===== src/include/timer_wave_b_regs.vh =====
`ifndef TIMER_WAVE_B_REGS_VH
`define TIMER_WAVE_B_REGS_VH

// register byte offsets
`define OFS_LINE_B_MODE 8'h64
`define OFS_CHANNEL_STATUS 8'h70
`define OFS_IRQ_ENABLE 8'h74
`define OFS_IRQ_DISABLE 8'h78
`define OFS_IRQ_MASK 8'h7C

// decoded register selectors
`define SEL_NONE 3'h0
`define SEL_MODE 3'h1
`define SEL_STATUS 3'h2
`define SEL_ENABLE 3'h3
`define SEL_DISABLE 3'h4
`define SEL_MASK 3'h5

// line_b_mode fields
`define MODE_EDGE_LSB 8
`define MODE_SOURCE_LSB 10
`define MODE_TRIG_EN_BIT 12
`define MODE_MATCH_B_LSB 24
`define MODE_MATCH_C_LSB 26
`define MODE_EXT_EVT_LSB 28
`define MODE_SOFT_LSB 30
`define MODE_WRITE_MASK 32'hFF001F00
`define MODE_RESET 32'h00000000

// status / enable / disable / mask layout
`define BIT_OVERFLOW 0
`define BIT_MATCH_A 2
`define BIT_MATCH_B 3
`define BIT_MATCH_C 4
`define BIT_EXT_TRIG 7
`define BIT_CLOCK_STATE 8
`define BIT_LINE_A_LEVEL 9
`define BIT_LINE_B_LEVEL 10
`define BIT_LINE_B_CHANGE 16
`define BIT_LINE_A_CHANGE 17
`define BIT_CLOCK_PIN_CHANGE 18

// line B action codes
`define ACT_NONE 2'h0
`define ACT_SET 2'h1
`define ACT_CLEAR 2'h2
`define ACT_TOGGLE 2'h3

// event source and edge codes
`define SRC_LINE_B 2'h0
`define EDGE_NONE 2'h0
`define EDGE_RISE 2'h1
`define EDGE_FALL 2'h2
`define EDGE_BOTH 2'h3

// AXI responses
`define RESP_OKAY 2'h0
`define RESP_SLVERR 2'h2

`endif


===== src/core/pin_sync3.v =====
`timescale 1ns/10ps
module pin_sync3 #(
  parameter WIDTH = 1
) (
  input wire clk_i,
  input wire rst_n_i,
  input wire ce_i,
  input wire [WIDTH-1:0] async_i,
  output reg [WIDTH-1:0] level_o
);

  reg [WIDTH-1:0] stage1;
  reg [WIDTH-1:0] stage2;
  reg [WIDTH-1:0] stage3;
  integer i;

  // a bit only moves once stages two and three agree, filtering one-cycle metastable settling
  always @(posedge clk_i or negedge rst_n_i) begin
    if (!rst_n_i) begin
      stage1 <= {WIDTH{1'b0}};
      stage2 <= {WIDTH{1'b0}};
      stage3 <= {WIDTH{1'b0}};
      level_o <= {WIDTH{1'b0}};
    end else if (ce_i) begin
      stage1 <= async_i;
      stage2 <= stage1;
      stage3 <= stage2;
      for (i = 0; i < WIDTH; i = i + 1) begin
        if (stage2[i] == stage3[i]) begin
          level_o[i] <= stage3[i];
        end
      end
    end
  end

endmodule // pin_sync3


===== src/core/line_b_driver.v =====
`timescale 1ns/10ps
`include "timer_wave_b_regs.vh"
module line_b_driver (
  input wire clk_i,
  input wire rst_n_i,
  input wire ce_i,
  input wire is_input_i,
  input wire soft_evt_i,
  input wire ext_evt_i,
  input wire match_c_evt_i,
  input wire match_b_evt_i,
  input wire [1:0] soft_act_i,
  input wire [1:0] ext_act_i,
  input wire [1:0] match_c_act_i,
  input wire [1:0] match_b_act_i,
  output reg level_o,
  output reg oe_o
);

  reg [1:0] act;

  // events whose action is none do not compete for the pin
  always @* begin
    act = `ACT_NONE;
    if (soft_evt_i && soft_act_i != `ACT_NONE) begin
      act = soft_act_i;
    end else if (ext_evt_i && ext_act_i != `ACT_NONE) begin
      act = ext_act_i;
    end else if (match_c_evt_i && match_c_act_i != `ACT_NONE) begin
      act = match_c_act_i;
    end else if (match_b_evt_i && match_b_act_i != `ACT_NONE) begin
      act = match_b_act_i;
    end
  end

  always @(posedge clk_i or negedge rst_n_i) begin
    if (!rst_n_i) begin
      level_o <= 1'b0;
      oe_o <= 1'b0;
    end else if (ce_i) begin
      oe_o <= !is_input_i;
      if (!is_input_i) begin
        case (act)
          `ACT_SET: level_o <= 1'b1;
          `ACT_CLEAR: level_o <= 1'b0;
          `ACT_TOGGLE: level_o <= !level_o;
          default: level_o <= level_o;
        endcase
      end
    end
  end

endmodule // line_b_driver


===== src/core/timer_wave_b_status_irq.v =====
// What this block does
// - match B applies its action to line B
// - priority: software, external, match C, B
// - match C applies its action to line B
// - external event applies its action to line B
// - software trigger action; codes none/set/clear/toggle
// - line B actions ignored while line B input
// - status read clears all sticky flags
// - overflow wrap sets sticky overflow flag
// - match A sets sticky flag
// - match B sets sticky flag
// - match C sets sticky flag
// - enabled selected edge sets external trigger flag
// - mirror bits show line A, B levels
// - line B change bit reads 0 after change
// - line A change bit reads 0 after change
// - clock pin change bit reads 0 after change
// - enable writes set, disable writes clear enables
// - enable/disable use status bit layout
// - enabled set flag raises interrupt request
// - mask register reports enabled sources
//
// Decided for this implementation: the AXI4-Lite interface to the registers.
`timescale 1ns/10ps
`include "timer_wave_b_regs.vh"
module timer_wave_b_status_irq #(
  parameter ADDR_W = 8
) (
  input wire clk_sys_i,
  input wire resetn_i,
  input wire ce_i,
  input wire [ADDR_W-1:0] s_axi_awaddr,
  input wire s_axi_awvalid,
  output wire s_axi_awready,
  input wire [31:0] s_axi_wdata,
  input wire [3:0] s_axi_wstrb,
  input wire s_axi_wvalid,
  output wire s_axi_wready,
  output reg [1:0] s_axi_bresp,
  output reg s_axi_bvalid,
  input wire s_axi_bready,
  input wire [ADDR_W-1:0] s_axi_araddr,
  input wire s_axi_arvalid,
  output wire s_axi_arready,
  output reg [31:0] s_axi_rdata,
  output reg [1:0] s_axi_rresp,
  output reg s_axi_rvalid,
  input wire s_axi_rready,
  input wire overflow_evt_i,
  input wire match_a_evt_i,
  input wire match_b_evt_i,
  input wire match_c_evt_i,
  input wire soft_trigger_i,
  input wire counter_clock_state_i,
  input wire wave_line_a_pin_i,
  input wire wave_line_b_pin_i,
  output wire wave_line_b_pin_o,
  output wire wave_line_b_pin_oe_o,
  input wire external_clock_pin_i,
  input wire ext_line0_i,
  input wire ext_line1_i,
  input wire ext_line2_i,
  output reg ext_trigger_o,
  output reg irq_o
);

  // flag vector order inside this block
  localparam F_OVF = 0;
  localparam F_MA = 1;
  localparam F_MB = 2;
  localparam F_MC = 3;
  localparam F_ETRG = 4;
  localparam F_CHG_B = 5;
  localparam F_CHG_A = 6;
  localparam F_CHG_CLK = 7;

  // synced pin vector order
  localparam [2:0] P_A = 3'h0;
  localparam [2:0] P_B = 3'h1;
  localparam [2:0] P_CLK = 3'h2;
  localparam [2:0] P_X0 = 3'h3;

  reg rst_q1;
  reg rst_n;

  // release is synchronous, assertion is immediate
  always @(posedge clk_sys_i or negedge resetn_i) begin
    if (!resetn_i) begin
      rst_q1 <= 1'b0;
      rst_n <= 1'b0;
    end else begin
      rst_q1 <= 1'b1;
      rst_n <= rst_q1;
    end
  end

  function [2:0] reg_sel;
    input [ADDR_W-1:0] addr;
    begin
      case (addr)
        `OFS_LINE_B_MODE: reg_sel = `SEL_MODE;
        `OFS_CHANNEL_STATUS: reg_sel = `SEL_STATUS;
        `OFS_IRQ_ENABLE: reg_sel = `SEL_ENABLE;
        `OFS_IRQ_DISABLE: reg_sel = `SEL_DISABLE;
        `OFS_IRQ_MASK: reg_sel = `SEL_MASK;
        default: reg_sel = `SEL_NONE;
      endcase
    end
  endfunction

  // internal flag order to the software bit layout
  function [31:0] to_layout;
    input [7:0] f;
    begin
      to_layout = 32'h00000000;
      to_layout[`BIT_OVERFLOW] = f[F_OVF];
      to_layout[`BIT_MATCH_A] = f[F_MA];
      to_layout[`BIT_MATCH_B] = f[F_MB];
      to_layout[`BIT_MATCH_C] = f[F_MC];
      to_layout[`BIT_EXT_TRIG] = f[F_ETRG];
      to_layout[`BIT_LINE_B_CHANGE] = f[F_CHG_B];
      to_layout[`BIT_LINE_A_CHANGE] = f[F_CHG_A];
      to_layout[`BIT_CLOCK_PIN_CHANGE] = f[F_CHG_CLK];
    end
  endfunction

  function [7:0] from_layout;
    input [31:0] w;
    begin
      from_layout[F_OVF] = w[`BIT_OVERFLOW];
      from_layout[F_MA] = w[`BIT_MATCH_A];
      from_layout[F_MB] = w[`BIT_MATCH_B];
      from_layout[F_MC] = w[`BIT_MATCH_C];
      from_layout[F_ETRG] = w[`BIT_EXT_TRIG];
      from_layout[F_CHG_B] = w[`BIT_LINE_B_CHANGE];
      from_layout[F_CHG_A] = w[`BIT_LINE_A_CHANGE];
      from_layout[F_CHG_CLK] = w[`BIT_CLOCK_PIN_CHANGE];
    end
  endfunction

  function [31:0] lane_mask;
    input [3:0] strb;
    begin
      lane_mask = {{8{strb[3]}}, {8{strb[2]}}, {8{strb[1]}}, {8{strb[0]}}};
    end
  endfunction

  // pin synchronisation
  wire [5:0] pins_sync;
  reg [5:0] pins_prev;

  pin_sync3 #(
    .WIDTH(6)
  ) u_pin_sync (
    .clk_i(clk_sys_i),
    .rst_n_i(rst_n),
    .ce_i(ce_i),
    .async_i({ext_line2_i, ext_line1_i, ext_line0_i, external_clock_pin_i, wave_line_b_pin_i, wave_line_a_pin_i}),
    .level_o(pins_sync)
  );

  always @(posedge clk_sys_i or negedge rst_n) begin
    if (!rst_n) begin
      pins_prev <= 6'h00;
    end else if (ce_i) begin
      pins_prev <= pins_sync;
    end
  end

  wire [5:0] pin_rise = pins_sync & ~pins_prev;
  wire [5:0] pin_fall = ~pins_sync & pins_prev;

  // mode register
  reg [31:0] line_b_mode;
  wire [1:0] ext_event_edge_select = line_b_mode[`MODE_EDGE_LSB +: 2];
  wire [1:0] ext_event_source = line_b_mode[`MODE_SOURCE_LSB +: 2];
  wire ext_trigger_enable = line_b_mode[`MODE_TRIG_EN_BIT];
  wire line_b_is_input = (ext_event_source == `SRC_LINE_B);

  // edges are kept per line so a source switch never fakes an edge
  wire [1:0] src_idx = ext_event_source;
  wire [2:0] src_pin = (src_idx == `SRC_LINE_B) ? P_B : (P_X0 + {1'b0, src_idx} - 3'h1);
  reg ext_evt;

  always @* begin
    case (ext_event_edge_select)
      `EDGE_RISE: ext_evt = pin_rise[src_pin];
      `EDGE_FALL: ext_evt = pin_fall[src_pin];
      `EDGE_BOTH: ext_evt = pin_rise[src_pin] | pin_fall[src_pin];
      default: ext_evt = 1'b0;
    endcase
  end

  wire ext_trig_evt = ext_evt & ext_trigger_enable;

  always @(posedge clk_sys_i or negedge rst_n) begin
    if (!rst_n) begin
      ext_trigger_o <= 1'b0;
    end else if (ce_i) begin
      ext_trigger_o <= ext_trig_evt;
    end
  end

  // line B waveform output
  line_b_driver u_line_b (
    .clk_i(clk_sys_i),
    .rst_n_i(rst_n),
    .ce_i(ce_i),
    .is_input_i(line_b_is_input),
    .soft_evt_i(soft_trigger_i),
    .ext_evt_i(ext_evt),
    .match_c_evt_i(match_c_evt_i),
    .match_b_evt_i(match_b_evt_i),
    .soft_act_i(line_b_mode[`MODE_SOFT_LSB +: 2]),
    .ext_act_i(line_b_mode[`MODE_EXT_EVT_LSB +: 2]),
    .match_c_act_i(line_b_mode[`MODE_MATCH_C_LSB +: 2]),
    .match_b_act_i(line_b_mode[`MODE_MATCH_B_LSB +: 2]),
    .level_o(wave_line_b_pin_o),
    .oe_o(wave_line_b_pin_oe_o)
  );

  // AXI4-Lite write side
  reg aw_held;
  reg w_held;
  reg [ADDR_W-1:0] aw_addr;
  reg [31:0] w_data;
  reg [3:0] w_strb;

  assign s_axi_awready = ce_i & ~aw_held & ~s_axi_bvalid;
  assign s_axi_wready = ce_i & ~w_held & ~s_axi_bvalid;

  wire aw_take = s_axi_awvalid & s_axi_awready;
  wire w_take = s_axi_wvalid & s_axi_wready;
  wire [ADDR_W-1:0] wr_addr = aw_take ? s_axi_awaddr : aw_addr;
  wire [31:0] wr_data = w_take ? s_axi_wdata : w_data;
  wire [3:0] wr_strb = w_take ? s_axi_wstrb : w_strb;
  wire wr_go = ce_i & (aw_held | aw_take) & (w_held | w_take) & ~s_axi_bvalid;
  wire [2:0] wr_sel = reg_sel(wr_addr);
  wire [31:0] wr_bits = wr_data & lane_mask(wr_strb);

  always @(posedge clk_sys_i or negedge rst_n) begin
    if (!rst_n) begin
      aw_held <= 1'b0;
      w_held <= 1'b0;
      aw_addr <= {ADDR_W{1'b0}};
      w_data <= 32'h00000000;
      w_strb <= 4'h0;
      s_axi_bvalid <= 1'b0;
      s_axi_bresp <= `RESP_OKAY;
    end else if (ce_i) begin
      if (aw_take) begin
        aw_addr <= s_axi_awaddr;
      end
      if (w_take) begin
        w_data <= s_axi_wdata;
        w_strb <= s_axi_wstrb;
      end
      if (wr_go) begin
        aw_held <= 1'b0;
        w_held <= 1'b0;
        s_axi_bvalid <= 1'b1;
        s_axi_bresp <= (wr_sel == `SEL_NONE) ? `RESP_SLVERR : `RESP_OKAY;
      end else begin
        aw_held <= aw_held | aw_take;
        w_held <= w_held | w_take;
        if (s_axi_bready) begin
          s_axi_bvalid <= 1'b0;
        end
      end
    end
  end

  // writes to status or mask are accepted and ignored
  always @(posedge clk_sys_i or negedge rst_n) begin
    if (!rst_n) begin
      line_b_mode <= `MODE_RESET;
    end else if (ce_i && wr_go && wr_sel == `SEL_MODE) begin
      line_b_mode <= (line_b_mode & ~(lane_mask(wr_strb) & `MODE_WRITE_MASK)) | (wr_bits & `MODE_WRITE_MASK);
    end
  end

  // interrupt enables
  reg [7:0] irq_mask;
  wire [7:0] en_bits = (wr_go && wr_sel == `SEL_ENABLE) ? from_layout(wr_bits) : 8'h00;
  wire [7:0] dis_bits = (wr_go && wr_sel == `SEL_DISABLE) ? from_layout(wr_bits) : 8'h00;

  always @(posedge clk_sys_i or negedge rst_n) begin
    if (!rst_n) begin
      irq_mask <= 8'h00;
    end else if (ce_i) begin
      irq_mask <= (irq_mask | en_bits) & ~dis_bits;
    end
  end

  // AXI4-Lite read side
  assign s_axi_arready = ce_i & ~s_axi_rvalid;
  wire ar_take = s_axi_arvalid & s_axi_arready;
  wire [2:0] rd_sel = reg_sel(s_axi_araddr);
  wire status_read = ar_take & (rd_sel == `SEL_STATUS);

  // sticky flags
  reg [7:0] flags;
  wire [7:0] flag_set;

  assign flag_set[F_OVF] = overflow_evt_i;
  assign flag_set[F_MA] = match_a_evt_i;
  assign flag_set[F_MB] = match_b_evt_i;
  assign flag_set[F_MC] = match_c_evt_i;
  assign flag_set[F_ETRG] = ext_trig_evt;
  assign flag_set[F_CHG_B] = pins_sync[P_B] ^ pins_prev[P_B];
  assign flag_set[F_CHG_A] = pins_sync[P_A] ^ pins_prev[P_A];
  assign flag_set[F_CHG_CLK] = pins_sync[P_CLK] ^ pins_prev[P_CLK];

  // set wins over the read clear so a coincident event is kept
  wire [7:0] next_flags = (flags & ~{8{status_read}}) | flag_set;

  always @(posedge clk_sys_i or negedge rst_n) begin
    if (!rst_n) begin
      flags <= 8'h00;
    end else if (ce_i) begin
      flags <= next_flags;
    end
  end

  // change flags read inverted: 0 means a change was seen
  wire [7:0] status_view = flags ^ ((8'h01 << F_CHG_B) | (8'h01 << F_CHG_A) | (8'h01 << F_CHG_CLK));
  reg [31:0] status_word;

  always @* begin
    status_word = to_layout(status_view);
    status_word[`BIT_CLOCK_STATE] = counter_clock_state_i;
    status_word[`BIT_LINE_A_LEVEL] = pins_sync[P_A];
    status_word[`BIT_LINE_B_LEVEL] = pins_sync[P_B];
  end

  reg [31:0] rd_word;

  always @* begin
    case (rd_sel)
      `SEL_MODE: rd_word = line_b_mode;
      `SEL_STATUS: rd_word = status_word;
      `SEL_MASK: rd_word = to_layout(irq_mask);
      default: rd_word = 32'h00000000;
    endcase
  end

  always @(posedge clk_sys_i or negedge rst_n) begin
    if (!rst_n) begin
      s_axi_rvalid <= 1'b0;
      s_axi_rdata <= 32'h00000000;
      s_axi_rresp <= `RESP_OKAY;
    end else if (ce_i) begin
      if (ar_take) begin
        s_axi_rvalid <= 1'b1;
        s_axi_rdata <= rd_word;
        s_axi_rresp <= (rd_sel == `SEL_NONE) ? `RESP_SLVERR : `RESP_OKAY;
      end else if (s_axi_rready) begin
        s_axi_rvalid <= 1'b0;
      end
    end
  end

  // interrupt request, one cycle behind the flags
  always @(posedge clk_sys_i or negedge rst_n) begin
    if (!rst_n) begin
      irq_o <= 1'b0;
    end else if (ce_i) begin
      irq_o <= |(flags & irq_mask);
    end
  end

endmodule // timer_wave_b_status_irq


===== config.mk =====
export PLATFORM = sky130hd
export DESIGN_NAME = timer_wave_b_status_irq
export DESIGN_NICKNAME = d
export VERILOG_FILES = /design/src/core/pin_sync3.v /design/src/core/line_b_driver.v /design/src/core/timer_wave_b_status_irq.v
export VERILOG_INCLUDE_DIRS = /design/src /design/src/include
export SDC_FILE = /design/constraint.sdc
export NUM_CORES = 1
export LEC_CHECK = 0
export ABC_AREA = 1
export BUFFER_PORTS_ARGS = -buffer_cell sky130_fd_sc_hd__buf_4
export CORE_MARGIN = 1
export CORE_UTILIZATION = 40
export CTS_CLUSTER_SIZE = 12
export DETAILED_ROUTE_END_ITERATION = 10
export HOLD_SLACK_MARGIN = 0.1
export PLACE_DENSITY_LB_ADDON = 0.2
export SYNTH_ARGS = -nofsm -noshare
export SYNTH_HDL_FRONTEND = slang
export SYNTH_SLANG_ARGS = --single-unit

===== constraint.sdc =====
create_clock -name clk_sys_i -period 6.97 [get_ports clk_sys_i]
set_clock_uncertainty 0.15 [all_clocks]
set_input_delay 1.0455 -clock clk_sys_i [delete_from_list [all_inputs] [get_ports clk_sys_i]]
set_output_delay 1.0455 -clock clk_sys_i [all_outputs]
set_load 0.05 [all_outputs]

==> metrics.txt, run 1 <==
first-pass detailed-route iteration total 4; leakage 3.53 nW; yosys synthesis warning count 0; Period minus WS final 3.56 ns; core area 13500 sq um; hold wc startpoint rst_q1; combinational power share 22.3%; Max VDD drop 0.158 mV; latest clock arrival within the worst-skew pair 0.41 ns; status finished clean; first-iteration detailed-routing DRC count 327; CP Class in -> reg; gr usage total 18.6%; Crit. End Element flip-flop; Max Fclk 0.281 GHz; number of setup violations in the final report 0; Worst-path clk slew 0.05 ns; CP max stage cell inv_1; DPL Wire Length 8710 um; vias 4392; P_sw 0.686 mW; largest net degree at the start of global routing 74; post-CTS sizing 0; Register Area 3130 sq um; multi-input logic area 1970 sq um; Synth-to-Final Area Change 23.4%; final hold vios 0; CP required 7.15 ns; Reg power frac 41.3%; Max Transition Viols Final 0; initial core utilization 41.8%; Mapped Avg Cell Area 8.54 sq um; Min-Delay Path Class reg -> reg; GP Congestion 0.797; unrepaired setup endpoints after global routing no; setup bufs post-CTS 0; final setup TNS 0 ns; most frequent cells in the layout nand2_1 (173), dfrtp_1 (124), inv_1 (97), buf_4 (93), o21ai_0 (57); Port Buf Inserts 92; worst setup path start ce_i; Clock Tree Root clkbuf_16; synth unique cells 35; H-tree depth 4; cts bufs inserted 17; num ports 117; nets@finish 828; fin crit share 51.0%; CTS tree yes; power share of the clock group 36.4%; kind of start point of the critical path primary input; antenna diode count 0; Max Root-Sink Buffers 2; Final Hold Slack 0.202 ns; Die Wd 121 um; internal power 1.54 mW; RR Startpoint s_axi_rvalid; Worst slew margin 37.5%; Die Ht 121 um; quantity of hold-fixing buffers added after cts 0; post-route insts no fill 938; maxcap violations 0; CTS sink cnt 125; Arrival @ worst endpoint 3.73 ns; initial antenna violation count 0; WL/cell 13.2 um; most common cell after layout, fill and taps aside nand2_1; layout cells sized above 1 19.2%; Power per Cell Area 321 nW/um^2; placed insts 908; synthesized flop and latch total 125; first-pass GRT wire length 20700 um; Net Sw Frac 30.8%; row count 42; number of global-route vias before repair 4255; Synth Cell Area 5630 sq um; Post-Synthesis Cells 659; Die Area 14500 sq um; slowest stage delay, CP 0.58 ns; Remaining DRCs 0; actual slew at the worst max-slew pin 0.935 ns; layout filler cell count 1259; Crit Path Max Fanout 37; drt total wl 12400 um; Antenna Nets Post-Route 0; crit-path cells buf_4 -> inv_4 -> nor2_1 -> nand2_1 -> inv_1 -> nand3_1 -> o21ai_0; gr ovfl total 0; sequential-to-total area share from yosys stat 55.6%; Via-to-Cell Ratio 4.68
[cell families after synthesis]
kind of cell    share of synthesized area, %
compound gates                          11.1
buf+inv                                 10.3
flops                                   55.6
fa+ha+maj                               1.11
simple gates                            21.8
other cells                            0.134
[metal layers]
| metal | track usage (%) | part of all wire [%] | up-vias |
|---|---|---|---|
| met5 | 0 | 0 | - |
| met4 | 7.56 | 1.3 | 0 |
| met3 | 5.47 | 5.6 | 16 |
| met2 | 27.6 | 45 | 116 |
| met1 | 25.4 | 48 | 2028 |
| li1 | - | - | 2232 |
[final timing paths]
check / endpoint / slack (ns) / depth (start not counted)
min in group asynchronous: w_data[25] / 0.22 / 0
worst max-delay path: s_axi_rdata[30] / 3.41 / 7
worst min register to register: rst_n / 0.20 / 0
worst min-delay path: rst_n / 0.20 / 0
max in group asynchronous: s_axi_rdata[18] / 5.06 / 1
worst max register to register: s_axi_rdata[30] / 4.32 / 5
[synthesized netlist by cell type (all sizes together)]
| cell | instances | area, sq um |
|---|---|---|
| a21oi | 14 | 70.1 |
| a221oi | 1 | 8.76 |
| a31oi | 2 | 12.5 |
| and2 | 13 | 81.3 |
| buf | 19 | 143 |
| clkbuf | 13 | 48.8 |
| conb | 2 | 7.51 |
| dfrtp | 125 | 3130 |
| ha | 5 | 62.6 |
| inv | 102 | 385 |
| nand2 | 174 | 656 |
| nand3 | 31 | 185 |
| nand3b | 1 | 7.51 |
| nand4 | 6 | 43.8 |
| nor2 | 39 | 173 |
| nor3 | 1 | 5.00 |
| nor3b | 2 | 15.0 |
| o211ai | 1 | 7.51 |
| o21ai | 84 | 435 |
| o22ai | 14 | 87.6 |
| or2 | 10 | 62.6 |
[power groups by stage]
stage / sequential [mW] / combinational (mW) / clock, mW
2_1_floorplan: 0.952 / 0.349 / 0
3_3_place_gp: 0.925 / 0.484 / 0
3_5_place_dp: 0.932 / 0.498 / 0
4_1_cts: 0.920 / 0.501 / 0.829
5_1_grt: 0.935 / 0.565 / 0.863
6_report: 0.920 / 0.496 / 0.811
[worst max-delay path: cells and delay by family]
family | cells | cell delay [ns]
simple gates | 3 | 1.20
compound gates | 1 | 0.28
buf+inv | 3 | 1.17
[area by class of cell]
cell class                      count  area share, %
Inverter                          102           5.55
Clock buffer                       23           6.88
Timing Repair Buffer               93           10.1
Multi-Input combinational cell    412           28.3
Tap cell                          176           3.17
Sequential cell                   125           45.1
Clock inverter                      7          0.937
[per-stage QoR]
step / setup WS (ns) / power, mW / utilization (%) / instance area, sq um
global placement: 3.02 / 1.41 / 47.6 / 6400
global route: 3.06 / 2.36 / 51.6 / 6940
floorplan: 3.08 / 1.30 / - / 5670
finish: 3.41 / 2.23 / 51.6 / 6940
CTS: 3.35 / 2.25 / 51.6 / 6940
detailed placement: 2.92 / 1.43 / 47.6 / 6400
No activity file was read; power rests on OpenSTA's default activity.
==> run 2, diff against run 1 <==
Clock period 6.97 ns to 3.65 ns, I/O delays scaled along.
==> metrics.txt, run 2 (same netlist as run 1, synthesis figures left out) <==
Max Transition Viols Final 0 (unchanged); worst hold stages 3 (+3); CP required 3.80 ns (-3.35 ns); maxcap violations 0 (unchanged); Power per Cell Area 634 nW/um^2 (+98%); gr usage total 18.7% (+0.082 points); hold wc startpoint ext_line0_i; core area 13500 sq um (unchanged); most common cell after layout, fill and taps aside nand2_1; row count 42 (unchanged); nets@finish 837 (+1.1%); most frequent cells in the layout nand2_1 (173), dfrtp_1 (124), buf_4 (101), inv_1 (97), o21ai_0 (57); first-pass detailed-route iteration total 5 (+1); Register Area 3130 sq um (unchanged); Min-Delay Path Class in -> reg; Max Root-Sink Buffers 2 (unchanged); H-tree depth 4 (unchanged); latest clock arrival within the worst-skew pair 0.41 ns (about the same); Die Area 14500 sq um (unchanged); first-iteration detailed-routing DRC count 274 (-16%); Worst slew margin 46.9% (+9.4 points); GP Congestion 0.810 (+1.6%); setup bufs post-CTS 0 (unchanged); number of global-route vias before repair 4358 (+2.4%); largest net degree at the start of global routing 62 (-16%); Arrival @ worst endpoint 2.50 ns (-1.23 ns); status finished clean; CTS tree yes; RR Startpoint s_axi_bvalid; Final Hold Slack 0.197 ns (-0.00504 ns); Via-to-Cell Ratio 4.68 (-0.10%); initial antenna violation count 0 (unchanged); Reg-to-Reg End irq_mask[2]; layout cells sized above 1 20.4% (+1.3 points); met2 wire len 5830 um (+3.5%); unrepaired setup endpoints after global routing no; drt total wl 12400 um (-0.19%); post-CTS sizing 0 (unchanged); fin crit share 64.4%; Worst-path clk slew 0.05 ns (about the same); final core occ 52.9% (+1.3 points); Max VDD drop 0.309 mV (+96%); Crit Path Max Fanout 13 (-65%); Crit. End Element flip-flop; Antenna Nets Post-Route 0 (unchanged); Die Wd 121 um (unchanged); Synth-to-Final Area Change 26.5%; Port Buf Inserts 92 (unchanged); metal1 wirelength 5840 um (-0.95%); initial core utilization 41.8% (unchanged); Clock Tree Root clkbuf_16; final hold vios 0 (unchanged); Remaining DRCs 0 (unchanged); Die Ht 121 um (unchanged); Period minus WS final 2.35 ns; num ports 117 (unchanged); Max Fclk 0.426 GHz; met3 WL 628 um (-8.9%); worst setup path start s_axi_bvalid; number of setup violations in the final report 0 (unchanged); Pwr Total 4.51 mW (+100%); final setup TNS 0 ns (unchanged); placed insts 916 (+0.88%); layout filler cell count 1293 (+2.7%); gr ovfl total 0 (unchanged); multi-input logic area 1970 sq um (unchanged); kind of start point of the critical path flip-flop; CTS sink cnt 125 (unchanged); WL/cell 13.0 um (-1.3%); antenna diode count 0 (unchanged); Max Used Layer met4; first-pass GRT wire length 21000 um (+1.4%); CP Class reg -> reg; leakage 3.62 nW (+2.3%); r2r worst-path depth 10 (+5); hold endpoint u_pin_sync.stage1[3]; vias 4439 (+1.1%); post-route insts no fill 949 (+1.2%); DPL Wire Length 8930 um (+2.5%); setup slack, reg-to-reg 1.30 ns (-3.02 ns); actual slew at the worst max-slew pin 0.796 ns (-0.139 ns); cts bufs inserted 17 (unchanged)
[run 2: cell types whose count changed in the layout (fill, tap and decap cells not counted)]
cell,change
buf_4,+8
bufinv_16,+3
clkbuf_1,-2
clkinv_2,-2
clkinvlp_4,+2
clkbuf_8,+1
dlygate4sd3_1,+1
[run 2: per-layer routing]
layer,global-route usage (%),vias to the layer above
met3,5.42,5
met2,29.3,118
li1,-,2248
met4,5.94,0
met5,0,-
met1,24.8,2068
[run 2: worst max-delay path, stage by stage, from the launching register on]
cell	delay, ns
dfrtp_1	0.45
nor2_8	0.17
inv_2	0.05
nor2_1	0.14
nand2_2	0.18
nand2_1	0.12
nand3_1	0.16
inv_2	0.27
nand3_1	0.31
nor2_1	0.19
a21oi_1	0.05
[run 2: timing repair]
action,4_1_cts,5_1_grt
hold buffers,1,0
hold endpoints to repair,2,0
endpoints found under the setup margin,0,0
[run 2: metrics by stage]
stage	setup slack (ns)	cell area, sq um
2_1_floorplan	0.793	5670
3_3_place_gp	1.14	6460
3_5_place_dp	1.06	6460
4_1_cts	1.29	7120
5_1_grt	1.01	7120
6_report	1.30	7120
[run 2: layout make-up]
cell class                      instances  share of cell area, %
Clock buffer                           22                   6.80
Clock inverter                         10                   2.25
Inverter                              102                   5.42
Multi-Input combinational cell        412                   27.6
Sequential cell                       125                   44.0
Tap cell                              176                   3.09
Timing Repair Buffer                  102                   10.8
[run 2: worst max path at each step]
stage	endpoint	slack, ns	cells after the start
6_report	irq_mask[2]	1.30	10
3_3_place_gp	s_axi_rdata[25]	1.14	8
5_1_grt	irq_mask[3]	1.01	10
3_5_place_dp	irq_mask[2]	1.06	12
2_1_floorplan	irq_mask[3]	0.79	14
4_1_cts	irq_mask[2]	1.29	10
[run 2: report_power, final]
group	total [mW]	switching [mW]	internal, mW
Combinational	0.958	0.619	0.338
Sequential	1.76	0.115	1.64
Clock	1.80	0.586	1.21
Total	4.51	1.32	3.19
==> run 3, diff against run 2 <==
Settings changed: ABC_AREA 1 to 0.
Clock period 3.65 ns to 1.9 ns, I/O delays scaled along.
==> metrics.txt, run 3 <==
first-pass detailed-route iteration total 4 (-1); multi-input logic area 2360 sq um (+20%); CTS tree yes; CP required 2.08 ns (-1.72 ns); CP max stage cell mux4_2; vias 4215 (-5.0%); number of setup violations in the final report 22 (+22); crit path setup slack, layout -0.115 ns (-1.41 ns); Commonest cells post-synth dfrtp_1 (125), nand2_1 (72), mux2_2 (40); Max Transition Viols Final 0 (unchanged); DPL Wire Length 8430 um (-5.6%); WL/cell 14.7 um (+13%); CP Class reg -> reg; Clock Tree Root clkbuf_16; failing checks negative setup slack; unrepaired setup endpoints after global routing yes; combinational power share 28.4% (+7.2 points); Max Fclk 0.496 GHz (+17%); Remaining DRCs 0 (unchanged); Mapped Avg Cell Area 11.2 sq um (+32%); first-iteration detailed-routing DRC count 189 (-31%); Die Area 14100 sq um (-3.0%); fraction of registers with async set/reset 100% (unchanged); core area 13200 sq um (-1.6%); final hold vios 0 (unchanged); slowest stage delay, CP 0.48 ns (+0.03 ns); initial antenna violation count 0 (unchanged); number of global-route vias before repair 4247 (-2.5%); layout filler cell count 1114 (-14%); most common cell after layout, fill and taps aside dfrtp_1; initial core utilization 41.2% (-0.65 points); status complete, but fails checks; fin crit share 106% (+42 points); largest net degree at the start of global routing 89 (+44%); cell with the most instances after synthesis dfrtp_1; setup slack, reg-to-reg -0.11 ns (-1.41 ns); most frequent cells in the layout dfrtp_1 (123), buf_4 (121), nand2_1 (72), dlygate4sd3_1 (50), nor2_1 (34); Post-synth EDFFs 0 (unchanged); cts bufs inserted 17 (unchanged); synth top area cells dfrtp_1 (57%), mux2_2 (8.3%), nand2_1 (5.0%); final setup TNS -1.17 ns (-1.17 ns); Port Buf Inserts 92 (unchanged); Period minus WS final 2.01 ns (-0.335 ns); gr ovfl total 0 (unchanged); Synth Cell Area 5450 sq um (-3.1%); nets@finish 740 (-12%); internal power 6.77 mW (+110%); Yosys top cell area share 57.4% (+1.8 points); kind of start point of the critical path flip-flop; P_sw 2.90 mW (+120%); Crit Path Max Fanout 4 (-9); Net Sw Frac 30.0% (+0.70 points); num ports 117 (unchanged); Antenna Nets Post-Route 0 (unchanged); drt total wl 12500 um (+1.2%); leakage 3.80 nW (+5.2%); Die Ht 119 um (-1.5%); Max VDD drop 0.578 mV (+87%); Max Root-Sink Buffers 2 (unchanged); latest clock arrival within the worst-skew pair 0.41 ns (about the same); row count 42 (unchanged); power share of the clock group 33.3% (-6.6 points); Register Area 3130 sq um (about the same); first-pass GRT wire length 21000 um (+0.10%); Synth-to-Final Area Change 45.8%; Min-Delay Path Class in -> reg; Power per Cell Area 1220 nW/um^2 (+92%); Arrival @ worst endpoint 2.19 ns (-0.31 ns); crit-path cells inv_2 -> ha_4 -> mux4_2 -> a22o_4 -> a211o_1 -> a32oi_1; maxcap violations 0 (unchanged); CTS sink cnt 125 (unchanged); layout cells sized above 1 36.9% (+16 points); gr usage total 19.2% (+0.58 points); H-tree depth 4 (unchanged); synth unique cells 50 (+43%); ys flop type dfrtp_1; Die Wd 119 um (-1.5%); Setup WS pre-CTS -0.224 ns (-1.28 ns); GP Congestion 0.824 (+1.7%); sequential-to-total area share from yosys stat 57.4% (+1.8 points); Via-to-Cell Ratio 4.94 (+5.6%); synthesized flop and latch total 125 (unchanged); Synth area leader dfrtp_1; Reg power frac 38.3% (-0.6 points); antenna diode count 0 (unchanged); Crit. End Element flip-flop; Worst-path clk slew 0.05 ns (about the same); yosys synthesis warning count 0 (unchanged); Post-Synthesis Cells 485 (-26%)
==> run 3: changes by cell type after synthesis, sizes merged, moves of 9 or more <==
cell    before  now
o21ai       84   28
nand2      174   72
nand3       31   14
nor2b        0   10
and2        13    2
o22ai       14    0
or2         10    1
a221oi       1   13
mux2         0   53
inv        102   20
==> run 3: power groups by stage <==
stage                     logic, mW  registers, mW  clock network (mW)
after global placement         2.31           3.68                   0
after detailed placement       2.36           3.72                   0
after floorplan                1.23           4.03                   0
after CTS                      2.57           3.68                3.31
after global routing           2.97           3.79                3.43
final                          2.74           3.70                3.22
==> run 3: repair_timing <==
item                                    in CTS  in global routing
endpoints found under the setup margin      26                 26
pin swaps                                    4                  6
endpoints found under the hold margin       65                  0
hold buffers                                50                  0
setup buffers                                3                  4
gates resized for setup                     19                 35
==> run 3: per-stage QoR <==
stage	power, mW	util [%]	hold slack, ns	cell area, sq um	std cells
final	9.67	60.0	0.126	7950	853
after global routing	10.2	60.0	0.150	7950	853
after CTS	9.56	58.3	0.104	7730	849
after detailed placement	6.09	49.4	-0.0819	6550	764
after global placement	6.00	49.4	-0.0821	6550	764
after floorplan	5.26	-	-0.161	5550	497
==> run 3: metal layers <==
layer	global-route usage, %	wire length [um]
met3	5.16	537
met2	31.3	6100
met4	7.12	198
met5	0	0
met1	24.6	5670
==> run 3: layout make-up <==
cell class,count,area share (%)
Tap cell,176,2.77
Clock inverter,6,1.01
Multi-Input combinational cell,319,29.7
Inverter,20,0.945
Clock buffer,26,6.53
Sequential cell,125,39.4
Timing Repair Buffer,181,19.6
==> run 3: logic make-up (layout without fill, tap and decap cells) <==
logic type / after synthesis / after routing / synth area share (%)
other: 2 / 14 / 0.138
adder cells (fa/ha/maj): 4 / 4 / 0.918
buffers and inverters: 53 / 233 / 4.80
AO/OA/AOI/OAI: 92 / 92 / 11.5
multiplexers: 55 / 55 / 11.8
AND/OR/NAND/NOR: 154 / 154 / 13.4
flip-flops: 125 / 125 / 57.4
==> run 3: worst paths after layout <==
| kind | depth (start not counted) | to | startpoint |
|---|---|---|---|
| worst max-delay path | 6 | u_line_b.level_o | u_pin_sync.level_o[1] |
| worst min-delay path | 4 | w_held | s_axi_wvalid |
| worst max register to register | 6 | u_line_b.level_o | u_pin_sync.level_o[1] |
| worst min register to register | 1 | u_pin_sync.level_o[0] | rst_n |
| max in group asynchronous | 3 | rst_n | resetn_i |
| min in group asynchronous | 1 | u_pin_sync.level_o[0] | rst_n |
==> run 3: critical path: cells and delay by family, from the launching register on <==
| kind | cells | cell delay, ns |
|---|---|---|
| buf+inv | 1 | 0.06 |
| mux | 1 | 0.48 |
| compound gates | 3 | 0.69 |
| flops | 1 | 0.40 |
| fa+ha+maj | 1 | 0.14 |
